==> src/sideband_pkg.sv <==
// Package: state encodings and timing constants of the sideband power control block
package sideband_pkg;

    // ----------------------------------------
    // Operating states, one-hot
    // ----------------------------------------
    typedef enum logic [6:0] {
        ST_RUN        = 7'h01,
        ST_MGMT_ACK   = 7'h02,
        ST_MGMT       = 7'h04,
        ST_GRANT_ACK  = 7'h08,
        ST_GRANT      = 7'h10,
        ST_SLEEP      = 7'h20,
        ST_TRIP       = 7'h40
    } pwr_state_t;

    // ----------------------------------------
    // Timing and widths
    // ----------------------------------------
    localparam int unsigned CORE_CLK_MHZ = 125;
    // Cycles the state save takes before the acknowledge goes out
    localparam int unsigned SAVE_CYCLES_DEF = 4;
    localparam int unsigned SAVE_CNT_W = 4;
    // Trip threshold in degrees C
    localparam logic [7:0] TRIP_TEMP_C = 8'h7D;
    // Acknowledge codes placed on the front bus request
    localparam logic [1:0] ACK_MGMT = 2'h1;
    localparam logic [1:0] ACK_GRANT = 2'h2;
    localparam logic [1:0] ACK_NONE = 2'h0;

endpackage

==> src/sideband_power_ctrl.sv <==
// Sideband power and management-mode control of the processor core
//
// Operation
// - On accepting a management request, save state and enter management mode.
// - After accepting it, issue a management acknowledge transaction on the front bus.
// - In management mode, fetch and execute from the management handler.
// - Management request held while reset releases floats every output.
// - Stop-clock assertion enters grant state and issues a grant acknowledge.
// - In grant, gate core clocks; bus unit and local_irq_ctrl stay clocked.
// - In grant, keep snooping bus transactions and servicing interrupts.
// - Stop-clock release restarts all clocks and resumes execution.
// - Stop-clock never affects the bus clock and is taken asynchronously.
// - Halt all execution when the junction exceeds the trip threshold.
// - Report a thermal halt on the dedicated overheat trip output.
// - Sleep request in grant moves to sleep; only clock generator runs.
// - In sleep, react only to reset, sleep release and over-temperature trip; ignore snoops, interrupts.
// - Sleep release returns to grant, restarting bus and local_irq_ctrl clocks; core clocks stay gated.
module sideband_power_ctrl
    import sideband_pkg::*;
#(
    parameter int unsigned SAVE_CYCLES = SAVE_CYCLES_DEF
) (
    input  wire logic       i_core_clk,        // Core clock, 125 MHz
    input  wire logic       i_reset,           // Synchronous reset, active high
    input  wire logic       i_clk_en,          // Freezes all state while low
    input  wire logic       i_mgmt_irq_n,      // Async management request, low
    input  wire logic       i_stop_clk_req_n,  // Async stop-clock request, low
    input  wire logic       i_sleep_req_n,     // Async sleep request, low
    input  wire logic [7:0] i_junction_temp,   // Sensor reading, degrees C
    input  wire logic       i_ack_done,        // Front bus took the acknowledge
    output logic            o_ack_valid,       // Acknowledge transaction request
    output logic [1:0]      o_ack_code,        // Acknowledge type
    output logic            o_state_save,      // Save execution state
    output logic            o_system_mgmt_mode, // Core in management mode
    output logic            o_fetch_handler,   // Fetch from management handler
    output logic            o_core_clk_en,     // Core units clock gate
    output logic            o_bus_clk_en,      // Bus unit clock gate
    output logic            o_irq_clk_en,      // local_irq_ctrl clock gate
    output logic            o_snoop_en,        // Snoops and interrupts accepted
    output logic            o_exec_en,         // Instruction execution allowed
    output logic            o_overheat_trip_n, // Thermal trip, active low
    output logic            o_outputs_float    // All pins to high impedance
);

    // ----------------------------------------
    // Input synchronisers
    // ----------------------------------------
    // Three stages; a change counts once stages two and three agree, which
    // rejects a level that has only just settled out of metastability.
    logic [2:0] mgmt_sync, next_mgmt_sync;
    logic [2:0] stop_sync, next_stop_sync;
    logic [2:0] sleep_sync, next_sleep_sync;
    logic mgmt_req, next_mgmt_req;
    logic stop_req, next_stop_req;
    logic sleep_req, next_sleep_req;
    logic mgmt_req_d, next_mgmt_req_d;
    logic mgmt_edge;

    // A held request level is one request, not one per cycle
    assign mgmt_edge = mgmt_req & ~mgmt_req_d;

    always_comb begin
        next_mgmt_req_d = mgmt_req;
        next_mgmt_sync = {mgmt_sync[1:0], ~i_mgmt_irq_n};
        next_stop_sync = {stop_sync[1:0], ~i_stop_clk_req_n};
        next_sleep_sync = {sleep_sync[1:0], ~i_sleep_req_n};
        next_mgmt_req = mgmt_req;
        next_stop_req = stop_req;
        next_sleep_req = sleep_req;
        if (mgmt_sync[2] == mgmt_sync[1]) begin
            next_mgmt_req = mgmt_sync[2];
        end
        if (stop_sync[2] == stop_sync[1]) begin
            next_stop_req = stop_sync[2];
        end
        if (sleep_sync[2] == sleep_sync[1]) begin
            next_sleep_req = sleep_sync[2];
        end
    end

    // No reset here: the chain keeps sampling through reset, so a request
    // held across reset release is already settled on the first free edge
    always_ff @(posedge i_core_clk) begin
        if (i_clk_en) begin
            mgmt_sync <= next_mgmt_sync;
            stop_sync <= next_stop_sync;
            sleep_sync <= next_sleep_sync;
            mgmt_req <= next_mgmt_req;
            stop_req <= next_stop_req;
            sleep_req <= next_sleep_req;
            mgmt_req_d <= next_mgmt_req_d;
        end
    end

    // ----------------------------------------
    // Reset-release strap: float outputs
    // ----------------------------------------
    // Sampled on the first clocked edge after reset drops; sticky until the
    // next reset because the pins stay floated for board test.
    logic in_reset_d, next_in_reset_d;
    logic float_out, next_float_out;

    always_comb begin
        next_in_reset_d = 1'b0;
        next_float_out = float_out;
        if (in_reset_d && mgmt_req) begin
            next_float_out = 1'b1;
        end
    end

    always_ff @(posedge i_core_clk) begin
        if (i_reset) begin
            in_reset_d <= 1'b1;
            float_out <= 1'b0;
        end else if (i_clk_en) begin
            in_reset_d <= next_in_reset_d;
            float_out <= next_float_out;
        end
    end

    // ----------------------------------------
    // Power state machine
    // ----------------------------------------
    pwr_state_t state, next_state;
    logic [SAVE_CNT_W-1:0] save_cnt, next_save_cnt;
    logic mgmt_pend, next_mgmt_pend;
    logic over_temp;

    assign over_temp = (i_junction_temp > TRIP_TEMP_C);

    always_comb begin
        next_state = state;
        next_save_cnt = save_cnt;
        // Request held sticky so a pulse during grant is not lost
        next_mgmt_pend = mgmt_pend | mgmt_edge;
        if (over_temp) begin
            next_state = ST_TRIP;
        end else begin
            case (state)
                ST_RUN: begin
                    if (mgmt_pend) begin
                        next_state = ST_MGMT_ACK;
                        // A fresh edge in the same cycle wins over the clear
                        next_mgmt_pend = mgmt_edge;
                        next_save_cnt = SAVE_CNT_W'(SAVE_CYCLES);
                    end else if (stop_req) begin
                        next_state = ST_GRANT_ACK;
                    end
                end
                ST_MGMT_ACK: begin
                    if (save_cnt != '0) begin
                        next_save_cnt = save_cnt - SAVE_CNT_W'(1);
                    end else if (i_ack_done) begin
                        next_state = ST_MGMT;
                    end
                end
                ST_MGMT: begin
                    // No path back to run from here; only a stop request
                    // (or a trip) leaves, taking the clocks down
                    if (stop_req) begin
                        next_state = ST_GRANT_ACK;
                    end
                end
                ST_GRANT_ACK: begin
                    if (i_ack_done) begin
                        next_state = ST_GRANT;
                    end
                end
                ST_GRANT: begin
                    if (sleep_req) begin
                        next_state = ST_SLEEP;
                    end else if (!stop_req) begin
                        next_state = ST_RUN;
                    end
                end
                ST_SLEEP: begin
                    if (!sleep_req) begin
                        next_state = ST_GRANT;
                    end
                    next_mgmt_pend = mgmt_pend;
                end
                ST_TRIP: begin
                    next_state = ST_TRIP;
                end
                default: begin
                    next_state = ST_RUN;
                end
            endcase
        end
    end

    always_ff @(posedge i_core_clk) begin
        if (i_reset) begin
            state <= ST_RUN;
            save_cnt <= '0;
            mgmt_pend <= 1'b0;
        end else if (i_clk_en) begin
            state <= next_state;
            save_cnt <= next_save_cnt;
            mgmt_pend <= next_mgmt_pend;
        end
    end

    // ----------------------------------------
    // Registered outputs
    // ----------------------------------------
    logic next_ack_valid;
    logic [1:0] next_ack_code;
    logic next_state_save;
    logic next_mgmt_mode;
    logic next_fetch_handler;
    logic next_core_clk_en;
    logic next_bus_clk_en;
    logic next_irq_clk_en;
    logic next_snoop_en;
    logic next_exec_en;
    logic next_trip_n;
    logic mgmt_mode_hold;

    // Management mode persists through grant and sleep until reset
    assign mgmt_mode_hold = o_system_mgmt_mode | (next_state == ST_MGMT);

    always_comb begin
        next_ack_valid = 1'b0;
        next_ack_code = ACK_NONE;
        next_state_save = 1'b0;
        next_mgmt_mode = mgmt_mode_hold;
        next_fetch_handler = 1'b0;
        next_core_clk_en = 1'b1;
        next_bus_clk_en = 1'b1;
        next_irq_clk_en = 1'b1;
        next_snoop_en = 1'b1;
        next_exec_en = 1'b1;
        next_trip_n = 1'b1;
        case (next_state)
            ST_MGMT_ACK: begin
                next_exec_en = 1'b0;
                next_state_save = (next_save_cnt != '0);
                next_ack_valid = (next_save_cnt == '0);
                next_ack_code = (next_save_cnt == '0) ? ACK_MGMT : ACK_NONE;
            end
            ST_MGMT: begin
                next_fetch_handler = 1'b1;
            end
            ST_GRANT_ACK: begin
                next_exec_en = 1'b0;
                next_ack_valid = 1'b1;
                next_ack_code = ACK_GRANT;
            end
            ST_GRANT: begin
                next_core_clk_en = 1'b0;
                next_exec_en = 1'b0;
                next_snoop_en = 1'b1;
            end
            ST_SLEEP: begin
                // Only the clock generator keeps running here
                next_core_clk_en = 1'b0;
                next_bus_clk_en = 1'b0;
                next_irq_clk_en = 1'b0;
                next_snoop_en = 1'b0;
                next_exec_en = 1'b0;
            end
            ST_TRIP: begin
                next_exec_en = 1'b0;
                next_core_clk_en = 1'b0;
                next_snoop_en = 1'b0;
                next_trip_n = 1'b0;
            end
            default: begin
                next_exec_en = 1'b1;
            end
        endcase
    end

    always_ff @(posedge i_core_clk) begin
        if (i_reset) begin
            o_ack_valid <= 1'b0;
            o_ack_code <= ACK_NONE;
            o_state_save <= 1'b0;
            o_system_mgmt_mode <= 1'b0;
            o_fetch_handler <= 1'b0;
            o_core_clk_en <= 1'b1;
            o_bus_clk_en <= 1'b1;
            o_irq_clk_en <= 1'b1;
            o_snoop_en <= 1'b1;
            o_exec_en <= 1'b0;
            o_overheat_trip_n <= 1'b1;
            o_outputs_float <= 1'b0;
        end else if (i_clk_en) begin
            o_ack_valid <= next_ack_valid;
            o_ack_code <= next_ack_code;
            o_state_save <= next_state_save;
            o_system_mgmt_mode <= next_mgmt_mode;
            o_fetch_handler <= next_fetch_handler;
            o_core_clk_en <= next_core_clk_en;
            o_bus_clk_en <= next_bus_clk_en;
            o_irq_clk_en <= next_irq_clk_en;
            o_snoop_en <= next_snoop_en;
            o_exec_en <= next_exec_en;
            o_overheat_trip_n <= next_trip_n;
            o_outputs_float <= next_float_out;
        end
    end

endmodule

==> config.mk <==
export PLATFORM = sky130hd
export DESIGN_NAME = sideband_power_ctrl
export DESIGN_NICKNAME = d
export VERILOG_FILES = /design/src/sideband_pkg.sv /design/src/sideband_power_ctrl.sv
export SDC_FILE = /design/constraint.sdc
export NUM_CORES = 1
export LEC_CHECK = 0
export BUFFER_PORTS_ARGS = -buffer_cell sky130_fd_sc_hd__buf_2
export CAP_MARGIN = 5
export CORE_MARGIN = 1.5
export CORE_UTILIZATION = 35
export CTS_BUF_LIST = sky130_fd_sc_hd__clkbuf_4 sky130_fd_sc_hd__clkbuf_8
export DETAILED_ROUTE_END_ITERATION = 16
export SETUP_SLACK_MARGIN = 0.4
export SYNTH_ARGS = -nofsm -noshare
export SYNTH_HDL_FRONTEND = slang
export SYNTH_SLANG_ARGS = --single-unit
==> constraint.sdc <==
create_clock -name i_core_clk -period 2.3 [get_ports i_core_clk]
set_input_delay 0.46 -clock i_core_clk [delete_from_list [all_inputs] [get_ports i_core_clk]]
set_output_delay 0.46 -clock i_core_clk [all_outputs]
set_load 0.03 [all_outputs]
* Word level (Yosys, flattened, before mapping) *
Cells that the tools add are included.

operators by class
  $add $sub $neg = 1
  magnitude comparators = 1
  equal/unequal tests = 17
  multiplexer cells = 28
  bitwise operators = 7
  reductions and logical operators = 12

operator list
  cell                                                                  number
  7-bit two-way mux                                                     9
  7-bit case mux with 7 select lines                                    1
  7-bit by 2-bit == test with 1-bit output, second input constant       2
  7-bit by 3-bit == test with 1-bit output, second input constant       2
  7-bit by 4-bit == test with 1-bit output, second input constant       2
  7-bit by 5-bit == test with 1-bit output, second input constant       2
  7-bit by 6-bit == test with 1-bit output, second input constant       2
  7-bit == test, second input constant                                  2
  4-bit two-way mux                                                     3
  1-bit two-way mux                                                     11
  2-bit AND reduction                                                   5
  8-bit by 7-bit > comparator with 1-bit output, second input constant  1
  4-bit case mux with 2 select lines                                    1
  4-bit nonzero test                                                    2
  7-bit by 1-bit == test with 1-bit output, second input constant       1
  5-bit OR reduction                                                    1
  4-bit zero test                                                       1
  1-bit inverter                                                        4
  1-bit case mux with 2 select lines                                    2
  2-bit case mux with 2 select lines                                    1
  4-bit by 1-bit subtractor with 4-bit output, second input constant    1
  1-bit == test                                                         3
  3-bit OR reduction                                                    1
  2-bit inequality test, second input constant                          1
  other kinds (4)                                                       5

storage, ports and cells
  bits in registers = 38
  bits of input ports = 15

* Logic depth before layout (Yosys ltp) *
Gate-level depths: netlist of run 1.

  word-level depth = 7
  gate-level depth with buffers = 8

* Least setup slack after synthesis of run 1 *
Ideal clock, no wire load.

  path kind = flip-flop to flip-flop
  start = register state[6]
  end = register o_state_save
  setup time = 0.115 ns
  data arrival time = 2.132 ns
  slack = 0.052 ns
  cell stages (with the launch flop) = 9
  cells stage by stage = dfxtp_1 -> clkbuf_2 -> or3_4 -> or3_1 -> buf_6 -> o41ai_2 -> o221ai_2 -> a2111o_1 -> a31o_1

on the way
  longest elaborated chain between the ends = 6

RTL lines
  item                                         line                                                                                source
  from (decl)                                  sideband_power_ctrl.sv:124                                                          pwr_state_t state, next_state;
  from (signal assigned)                       sideband_power_ctrl.sv:198                                                          state <= next_state;
  7-bit two-way mux, on equally long branches  -
  7-bit two-way mux, on equally long branches  sideband_power_ctrl.sv:170, sideband_power_ctrl.sv:141, sideband_power_ctrl.sv:151
  7-bit case mux with 7 select lines           sideband_power_ctrl.sv:139                                                          case (state)
  7-bit two-way mux                            sideband_power_ctrl.sv:136                                                          if (over_temp) begin
  7-bit by 2-bit == test with 1-bit output     sideband_power_ctrl.sv:235                                                          case (next_state)
  1-bit two-way mux *                          sideband_power_ctrl.sv:235
  to (signal assigned)                         sideband_power_ctrl.sv:292                                                          o_state_save <= next_state_save;
  to (decl)                                    sideband_power_ctrl.sv:33                                                           output logic o_state_save,

Every way passes the cells marked *; elsewhere a longest branch is shown, timed or not.
A chain may end at the register's enable or synchronous reset.

* Final worst setup path of run 1 *
  start = register state[4]
  end = register o_state_save

Same word-level chain as after synthesis.

==> results of run 1 <==
## final cells by class
type,count,area [µm²],share of cell area [%]
clock buffers,5,68.8,2.85
clock inverters,3,68.8,2.85
inverters,13,48.8,2.02
multi-input cells,144,1000,41.5
flip-flops and latches,38,897,37.1
well taps,70,87.6,3.62
repair buffers,41,243,10.0
## power groups by stage
stage,clock network (mW),registers [mW],logic (mW)
finish,0.676,0.753,0.197
global route,0.714,0.757,0.214
CTS,0.688,0.751,0.186
detailed placement,0,0.766,0.172
global placement,0,0.765,0.171
floorplan,0,0.772,0.107
## cells in the mapped netlist (4+ instances only)
cell | instances | area, µm²
dfxtp_1 | 25 | 500
nor2_1 | 24 | 90.1
nand2_1 | 22 | 82.6
a21oi_1 | 16 | 80.1
edfxtp_1 | 13 | 390
inv_1 | 13 | 48.8
clkbuf_1 | 8 | 30.0
a211o_1 | 5 | 43.8
a31oi_1 | 5 | 31.3
o21ai_0 | 5 | 25.0
xor2_1 | 5 | 43.8
nor2b_1 | 4 | 25.0
## cells by family after synthesis
family / Yosys count / synth area share [%]
xor+xnor: 6 / 2.77
simple gates: 80 / 21.6
fa+ha+maj: 1 / 0.659
flops: 38 / 46.9
mux: 4 / 2.18
compound gates: 53 / 20.3
buf+inv: 25 / 5.60
## worst max path at each step
stage	from	end	slack, ns	cells after the start
global placement	state[4]	o_state_save	0.08	6
floorplan	state[6]	o_state_save	0.05	8
global route	state[4]	o_state_save	0.09	6
detailed placement	state[4]	o_state_save	0.05	6
finish	state[4]	o_state_save	0.13	6
CTS	state[4]	o_state_save	0.16	5
## per-stage QoR
stage	utilization [%]	total power [mW]	hold slack, ns	setup WS [ns]	cells
2_1_floorplan	-	0.880	0.400	0.0522	207
3_5_place_dp	41.9	0.938	0.406	0.0503	305
4_1_cts	45.6	1.63	0.393	0.156	314
5_1_grt	46.7	1.69	0.394	0.0925	314
6_report	46.7	1.63	0.406	0.125	314
3_3_place_gp	41.9	0.936	0.405	0.0821	305
## flip-flops by register name, summed over array words and instances, names as in the netlist
signal              flops
o_irq_clk_en            1
stop_req                1
o_state_save            1
o_snoop_en              1
o_fetch_handler         1
sleep_req               1
o_system_mgmt_mode      1
mgmt_pend               1
sleep_sync              3
mgmt_req_d              1
o_overheat_trip_n       1
save_cnt                4
o_ack_code              2
in_reset_d              1
o_ack_valid             1
mgmt_req                1
o_outputs_float         1
o_exec_en               1
stop_sync               3
mgmt_sync               3
state                   7
o_core_clk_en           1
## worst register-to-register path: stages, from the launching register on
cell and delay [ns]:
dfxtp_1 0.32, or3_4 0.39, or3_4 0.38, o41ai_4 0.25
o221ai_2 0.17, a2111o_1 0.36, a31o_1 0.20
## metal layers
metal / GRT usage [%] / vias up / share of wire [%]
li1: - / 823 / -
met1: 21.1 / 776 / 48
met2: 24.8 / 45 / 46
met3: 2.99 / 8 / 4.1
met4: 7.04 / 0 / 1.7
met5: 0 / - / 0
## timing repair
| action | in CTS | in global routing |
|---|---|---|
| pin swaps | 3 | 3 |
| endpoints found under the setup margin | 19 | 19 |
| endpoints found under the hold margin | 0 | 0 |
| resized for setup | 10 | 13 |
| buffers inserted | 1 | 0 |
==> results.md, run 1 <==
* 1st-pass router iterations at 4
* Gate Count Post-Synth at 207
* Clock latency on the worst-skew pair at 0.29 ns
* Crit path capture type: register
* Nature of the critical path startpoint: register
* Number of global-route vias before repair at 1540
* Final setup fails at 0
* Clock buffers created by TritonCTS at 5
* Final critical-path share of the clock period at 94.6%
* # diodes at 0
* Kind of cell with the highest combined delay on the critical path: compound AO/OA/AOI/OAI gates
* Startpoint of the lowest-slack register-to-register path: state[4]
* Final-stage net count at 259
* Leakage component of the power at 0.953 nW
* Post-route DRC at 0
* Post-cts hold buffer count at 0
* Cell type of the slowest stage on the worst timing path: or3_4
* Synthesized area per cell at 9.17 µm²
* Number of buffer and inverter instances along the worst setup path at 0
* Worst endpoint data arrival time at 2.36 ns
* Detailed-route via count at 1652
* Sequential power share at 46.3%
* Synth Register Bits at 38
* Share of post-route cells with drive strength above 1 at 32.0%
* Number of antenna violations at the first check in global routing at 0
* Clock tree from TritonCTS: done
* Largest stage delay on the critical path at 0.39 ns
* Layout area overhead at 27.4%
* Reported max-cap violation count at 0
* Unique cell type count in the Yosys netlist at 54
* Core box area at 5170 µm²
* Number of synthesized flops with an enable pin at 13
* Most common cell on crit path: or3_4
* Sequential cell area fraction in the yosys report at 46.9%
* Final Routed Wirelength at 4460 µm
* Cell area after placement at 2170 µm²
* Count of endpoints failing hold in the final timing report at 0
* Slew of the pin with the lowest slew margin at 0.440 ns
* Peak fanout along the critical path at 5
* Critical R2R Capture: o_state_save
* Critical path class: reg -> reg
* Buffer type at the clock tree root: clkbuf_8
* Sum of net half-perimeters after detailed placement at 3120 µm
* Rows at 26
* Global router's overall resource usage at 15.8%
* Highest-count cells in the layout ignoring fill and taps: buf_2, nor2_1, nand2_1
* Max Freq at 460 MHz
* Final period demand of the worst path at 2.17 ns
* Crit-path cells: or3_4 > or3_4 > o41ai_4 > o221ai_2 > a2111o_1 > a31o_1
* Number of inserted filler cells in the final layout at 479
* Die Footprint at 5870 µm²
* Via density per instance at 5.26
* Die boundary width at 76.6 µm
* Routed Antenna Nets at 0
* Final Skew at 0.00150 ns
* Async S/R FF share, synth at 0%
* Switch share at 23.3%
* Starting Density at 36.7%
* Setup repair after global routing missed its margin: true
* WHS Path Cells at 2
* Relative max-transition margin at 70.7%
* Most common library cell in the layout ignoring fill and taps: buf_2
* Finished Cell Area at 2420 µm²
* Final sum of negative setup slack at 0 ns
* Clock edge transition at the registers on the reported setup and hold paths at 0.08 ns
* Count of final max-slew check failures at 0
* Result of the run: complete, no violations
* Detailed-route wire length per cell at 14.2 µm
* Largest net degree at the start of global routing at 24
* Clock buffer depth at 2
* Overflow after GRT at 0
* Portion of total power attributed to combinational logic at 12.1%
* Yosys warnings at 0
* Power density of the placed cells at 673 nW/µm²
* Main synth FF type: dfxtp_1
* Sinks on the clock net at 38
* Worst hold-check path type: in -> reg
* Number of violations reported at the end of detailed-routing iteration 0 at 133
* Power Internal at 1.25 mW
* Synth Net Count at 223
* Hold Crit Start: i_stop_clk_req_n
* Sw power at 0.379 mW
* Required time of the critical path at 2.49 ns
* Post-synthesis cell area at 1900 µm²
* Reg2Reg Setup Slack at 0.13 ns
* Clk pwr share at 41.6%
* Input/output buffers at 26
* Maximum VDD drop at 0.564 mV
* Number of cells traversed by the worst register-to-register path at 6
* Wire length of the first global-routing pass at 7350 µm
* I/O pin total at 28
* RePlAce Congestion at 0.891
* Die height at 76.6 µm
* Worst Hold Endpoint: stop_sync[0]
* Total number of H-tree levels at 2
Note: power is estimated with default switching activity, not from simulation.
==> run 2: changes to the inputs <==
Settings changed: BUFFER_PORTS_ARGS -buffer_cell sky130_fd_sc_hd__buf_2 to unset, DONT_BUFFER_PORTS set to 1.
==> results.md, run 2 (same netlist as run 1, synthesis figures left out) <==
* Result of the run: complete, no violations
* Met2 routed wirelength at 1990 µm (-3.1%)
* Starting Density at 36.7% (unchanged)
* Total number of H-tree levels at 2 (unchanged)
* Sinks on the clock net at 38 (unchanged)
* Die height at 76.6 µm (unchanged)
* Final-stage net count at 234 (-9.7%)
* Largest stage delay on the critical path at 0.38 ns (about the same)
* Worst endpoint data arrival time at 2.41 ns (+0.05 ns)
* Die Footprint at 5870 µm² (unchanged)
* Final period demand of the worst path at 2.23 ns (+0.0571 ns)
* Number of violations reported at the end of detailed-routing iteration 0 at 83 (-38%)
* Kind of cell with the highest combined delay on the critical path: compound AO/OA/AOI/OAI gates
* Count of final max-slew check failures at 0 (unchanged)
* Top Registers: state (7), save_cnt (4)
* Top layer used by detailed routing: met4
* Peak fanout along the critical path at 6 (+1)
* Hold WS at 0.223 ns (-0.184 ns)
* Worst hold-check path type: in -> reg
* Core box area at 5170 µm² (unchanged)
* I/O pin total at 28 (unchanged)
* Hold Crit Start: i_reset
* Largest net degree at the start of global routing at 24 (unchanged)
* RePlAce Congestion at 0.892 (about the same)
* Relative max-transition margin at 59.0% (-12 points)
* Final core utilization at 43.4% (-3.4 points)
* Power density of the placed cells at 609 nW/µm² (-9.4%)
* Sum of net half-perimeters after detailed placement at 2910 µm (-6.7%)
* Nature of the critical path startpoint: register
* Buffer type at the clock tree root: clkbuf_8
* Overflow after GRT at 0 (unchanged)
* Share of post-route cells with drive strength above 1 at 24.7% (-7.3 points)
* Wire length of the first global-routing pass at 7400 µm (+0.65%)
* Number of buffer and inverter instances along the worst setup path at 0 (unchanged)
* Setup repair after global routing missed its margin: true
* Detailed-route via count at 1567 (-5.1%)
* Crit path capture type: register
* Power, Total at 1.37 mW (-16%)
* Sum of met3 wire segment lengths after detailed routing at 263 µm (+42%)
* Global router's overall resource usage at 16.0% (+0.13 points)
* Final Skew at 0.0114 ns (+0.00989 ns)
* Slew of the pin with the lowest slew margin at 0.615 ns (+0.175 ns)
* Max reg flops at 7 (unchanged)
* Max Freq at 448 MHz (-2.6%)
* Reported max-cap violation count at 0 (unchanged)
* Layout area overhead at 18.2%
* Clock buffers created by TritonCTS at 5 (unchanged)
* Number of inserted filler cells in the final layout at 500 (+4.4%)
* Post-cts hold buffer count at 0 (unchanged)
* Most common library cell in the layout ignoring fill and taps: nor2_1
* Via density per instance at 5.42 (+3.1%)
* Count of endpoints failing hold in the final timing report at 0 (unchanged)
* Clock tree from TritonCTS: done
* Register containing the most flip-flops in the final layout: state
* Clock latency on the worst-skew pair at 0.29 ns (about the same)
* Cell type of the slowest stage on the worst timing path: or3_4
* # diodes at 0 (unchanged)
* Highest-count cells in the layout ignoring fill and taps: nor2_1, nand2_1, dfxtp_1
* Clock edge transition at the registers on the reported setup and hold paths at 0.08 ns (about the same)
* Crit-path cells: or3_4 > or3_4 > o41ai_4 > o221ai_2 > a2111o_1 > a31o_1
* Number of antenna violations at the first check in global routing at 0 (unchanged)
* Rows at 26 (unchanged)
* Routed Antenna Nets at 0 (unchanged)
* WL met1 at 2070 µm (-3.3%)
* Final critical-path share of the clock period at 97.0% (+2.5 points)
* 1st-pass router iterations at 4 (unchanged)
* Most common cell on crit path: or3_4
* Detailed-route wire length per cell at 15.2 µm (+7.2%)
* Final setup fails at 0 (unchanged)
* Post-route DRC at 0 (unchanged)
* Leakage component of the power at 0.832 nW (-13%)
* Final Routed Wirelength at 4400 µm (-1.3%)
* Maximum VDD drop at 0.560 mV (-0.67%)
* Number of global-route vias before repair at 1592 (+3.4%)
* Area of all sequential standard cells at 897 µm² (unchanged)
* Final sum of negative setup slack at 0 ns (unchanged)
* Origin of the worst setup path: state[4]
* Multi-input logic area at 1000 µm² (+0.12%)
* Critical path class: reg -> reg
* Die boundary width at 76.6 µm (unchanged)
* Input/output buffers at 0 (-100%)
* Startpoint of the lowest-slack register-to-register path: state[4]
* Clock buffer depth at 2 (unchanged)
* Required time of the critical path at 2.48 ns (about the same)
==> run 2: worst paths after layout <==
| path | endpoint | slack [ns] | cells after the start |
|---|---|---|---|
| max | o_state_save | 0.07 | 6 |
| min | state[1] | 0.22 | 1 |
| max reg2reg | o_state_save | 0.07 | 6 |
| min reg2reg | mgmt_sync[1] | 0.42 | 0 |
==> run 2: cell type report <==
| cell class | instances | area share (%) |
|---|---|---|
| Multi-Input combinational cell | 144 | 44.8 |
| Sequential cell | 38 | 40.0 |
| Timing Repair Buffer | 16 | 5.35 |
| Tap cell | 70 | 3.90 |
| Clock buffer | 5 | 3.07 |
| Inverter | 13 | 2.18 |
| Clock inverter | 3 | 0.725 |
==> run 2: what timing repair did <==
action                                  in CTS  in global routing
endpoints found under the setup margin      19                 21
gates resized for setup                     17                  8
pin swaps                                    2                  4
setup buffers                                2                  1
==> run 2: routing by layer <==
metal  track usage, %  up-vias
met1             20.0      745
li1                 -      770
met5                0        -
met3             4.67        6
met4             7.78        0
met2             25.0       46
==> run 2: metrics by stage <==
stage	setup slack, ns	cells	cell area, µm²
6_report	0.0680	289	2240
5_1_grt	-0.0000471	289	2240
4_1_cts	0.112	288	2200
3_5_place_dp	0.0522	278	2030
3_3_place_gp	0.0651	278	2030
2_1_floorplan	0.0522	207	1910
==> run 2: where the power goes <==
group	leakage (nW)	switching [mW]	internal, mW
registers	0.332	0.0423	0.728
logic	0.459	0.0734	0.0761
clock network	0.0416	0.240	0.207
total	0.832	0.356	1.01
==> run 3: changes to the inputs <==
Settings changed: CORE_MARGIN 1.5 to 5, SLEW_MARGIN set to 10.
==> results.md, run 3 (same netlist as run 1, synthesis figures left out) <==
* I/O pin total at 28 (unchanged)
* Cell type of the slowest stage on the worst timing path: or3_4
* Critical R2R Capture: o_state_save
* Reported max-cap violation count at 0 (unchanged)
* Finished Cell Area at 2210 µm² (-1.3%)
* Least setup slack across all paths after layout at 0.0978 ns (+0.0299 ns)
* Final Skew at 0.00526 ns (-0.00613 ns)
* # diodes at 0 (unchanged)
* Wire length of the first global-routing pass at 7380 µm (-0.27%)
* Number of cells traversed by the worst register-to-register path at 6 (unchanged)
* Core box area at 5170 µm² (unchanged)
* Final period demand of the worst path at 2.20 ns (-0.0299 ns)
* Number of global-route vias before repair at 1508 (-5.3%)
* Layout area overhead at 16.6%
* Overflow after GRT at 0 (unchanged)
* Clock edge transition at the registers on the reported setup and hold paths at 0.07 ns (about the same)
* Reg2Reg Setup Slack at 0.1 ns (+0.03 ns)
* Routed Antenna Nets at 0 (unchanged)
* Setup repair after global routing missed its margin: true
* Input/output buffers at 0 (unchanged)
* Post-route DRC at 0 (unchanged)
* Detailed-route wire length per cell at 15.0 µm (-1.3%)
* Die height at 83.6 µm (+9.1%)
* Final critical-path share of the clock period at 95.7% (-1.3 points)
* Nature of the critical path startpoint: register
* Peak fanout along the critical path at 6 (unchanged)
* Sum of net half-perimeters after detailed placement at 2970 µm (+2.1%)
* Global router's overall resource usage at 13.0% (-3.0 points)
* Number of antenna violations at the first check in global routing at 0 (unchanged)
* Multi-input logic area at 982 µm² (-2.2%)
* Register containing the most flip-flops in the final layout: state
* Rows at 26 (unchanged)
* Count of endpoints failing hold in the final timing report at 0 (unchanged)
* 1st-pass router iterations at 4 (unchanged)
* Max reg flops at 7 (unchanged)
* Count of final max-slew check failures at 0 (unchanged)
* Required time of the critical path at 2.49 ns (about the same)
* Clock buffers created by TritonCTS at 5 (unchanged)
* Slew of the pin with the lowest slew margin at 0.622 ns (+0.00781 ns)
* Most common library cell in the layout ignoring fill and taps: nor2_1
* Final-stage net count at 233 (-0.43%)
* Clock buffer depth at 2 (unchanged)
* Critical path capture point: o_state_save
* Buffer type at the clock tree root: clkbuf_8
* Number of violations reported at the end of detailed-routing iteration 0 at 125 (+51%)
* Power density of the placed cells at 611 nW/µm² (+0.24%)
* Max Freq at 454 MHz (+1.4%)
* Crit-path cells: or3_4 > or3_4 > o41ai_2 > o221ai_2 > a2111o_1 > a31o_1
* Highest-count cells in the layout ignoring fill and taps: nor2_1, nand2_1, dfxtp_1
* Starting Density at 36.7% (unchanged)
* Startpoint of the lowest-slack register-to-register path: state[4]
* Sinks on the clock net at 38 (unchanged)
* Cell area after placement at 2020 µm² (-0.37%)
* Largest net degree at the start of global routing at 24 (unchanged)
* Area of all sequential standard cells at 897 µm² (unchanged)
* Relative max-transition margin at 58.4% (-0.52 points)
* Worst endpoint data arrival time at 2.39 ns (-0.02 ns)
* Total number of H-tree levels at 2 (unchanged)
* Hold WS at 0.224 ns (+0.00164 ns)
* Critical path class: reg -> reg
* Share of post-route cells with drive strength above 1 at 22.0% (-2.6 points)
* Most common cell on crit path: or3_4
* Largest stage delay on the critical path at 0.39 ns (about the same)
* Result of the run: complete, no violations
* Via density per instance at 5.42 (about the same)
* Die Footprint at 7000 µm² (+19%)
* Origin of the worst setup path: state[4]
* Worst slack, placed at 0.0217 ns (-0.0305 ns)
* Leakage component of the power at 0.812 nW (-2.4%)
* Maximum VDD drop at 0.462 mV (-17%)
* Post-cts hold buffer count at 0 (unchanged)
* Crit path capture type: register
* Final Routed Wirelength at 4330 µm (-1.6%)
* Worst hold-check path type: in -> reg
* Clock latency on the worst-skew pair at 0.29 ns (about the same)
* RePlAce Congestion at 0.877 (-1.6%)
* Final setup fails at 0 (unchanged)
* Clock tree from TritonCTS: done
* Final sum of negative setup slack at 0 ns (unchanged)
* Top Registers: state (7), save_cnt (4)
* Number of inserted filler cells in the final layout at 502 (+0.40%)
* Die boundary width at 83.6 µm (+9.1%)
* Final core utilization at 42.8% (-0.58 points)
* Detailed-route via count at 1562 (-0.32%)
run 3: worst max-delay path, delay by kind of cell, from the launching register on:
kind,cells,cell delay [ns]
simple gates,2,0.77
compound gates,4,1.02
flops,1,0.31
run 3: area by class of cell:
class / instances / area share [%]
Multi-Input combinational cell: 144 / 44.4
Timing Repair Buffer: 15 / 5.09
Inverter: 13 / 2.20
Sequential cell: 38 / 40.5
Tap cell: 70 / 3.96
Clock buffer: 5 / 3.11
Clock inverter: 3 / 0.735
run 3: stage by stage:
step,cells,total power [mW]
after floorplan,207,0.880
after global placement,277,0.905
after detailed placement,277,0.906
after CTS,288,1.36
after global routing,288,1.41
final,288,1.35
run 3: how the worst min path moves through the flow:
stage,startpoint,to,slack (ns),cells past startpoint
global placement,sleep_sync[0],sleep_sync[1],0.40,0
detailed placement,stop_sync[0],stop_sync[1],0.41,0
floorplan,mgmt_sync[0],mgmt_sync[1],0.40,0
global route,i_reset,state[3],0.21,1
CTS,i_reset,state[1],0.21,1
finish,i_reset,state[3],0.22,1
run 3: metal layers:
| metal | up-vias | part of all wire, % | GRT usage [%] |
|---|---|---|---|
| li1 | 767 | - | - |
| met1 | 736 | 47 | 17.3 |
| met2 | 50 | 44 | 19.5 |
| met3 | 9 | 6.6 | 3.85 |
| met4 | 0 | 2.1 | 5.41 |
| met5 | - | 0 | 0 |
run 3: repair_timing:
action | CTS | global route
setup buffers | 3 | 0
resized for setup | 14 | 5
endpoints found under the hold margin | 0 | 0
pin swaps | 4 | 1
setup endpoints to repair | 19 | 19
run 3: power breakdown:
| group | switching, mW | internal (mW) |
|---|---|---|
| registers | 0.0402 | 0.727 |
| logic | 0.0741 | 0.0697 |
| clock network | 0.234 | 0.207 |
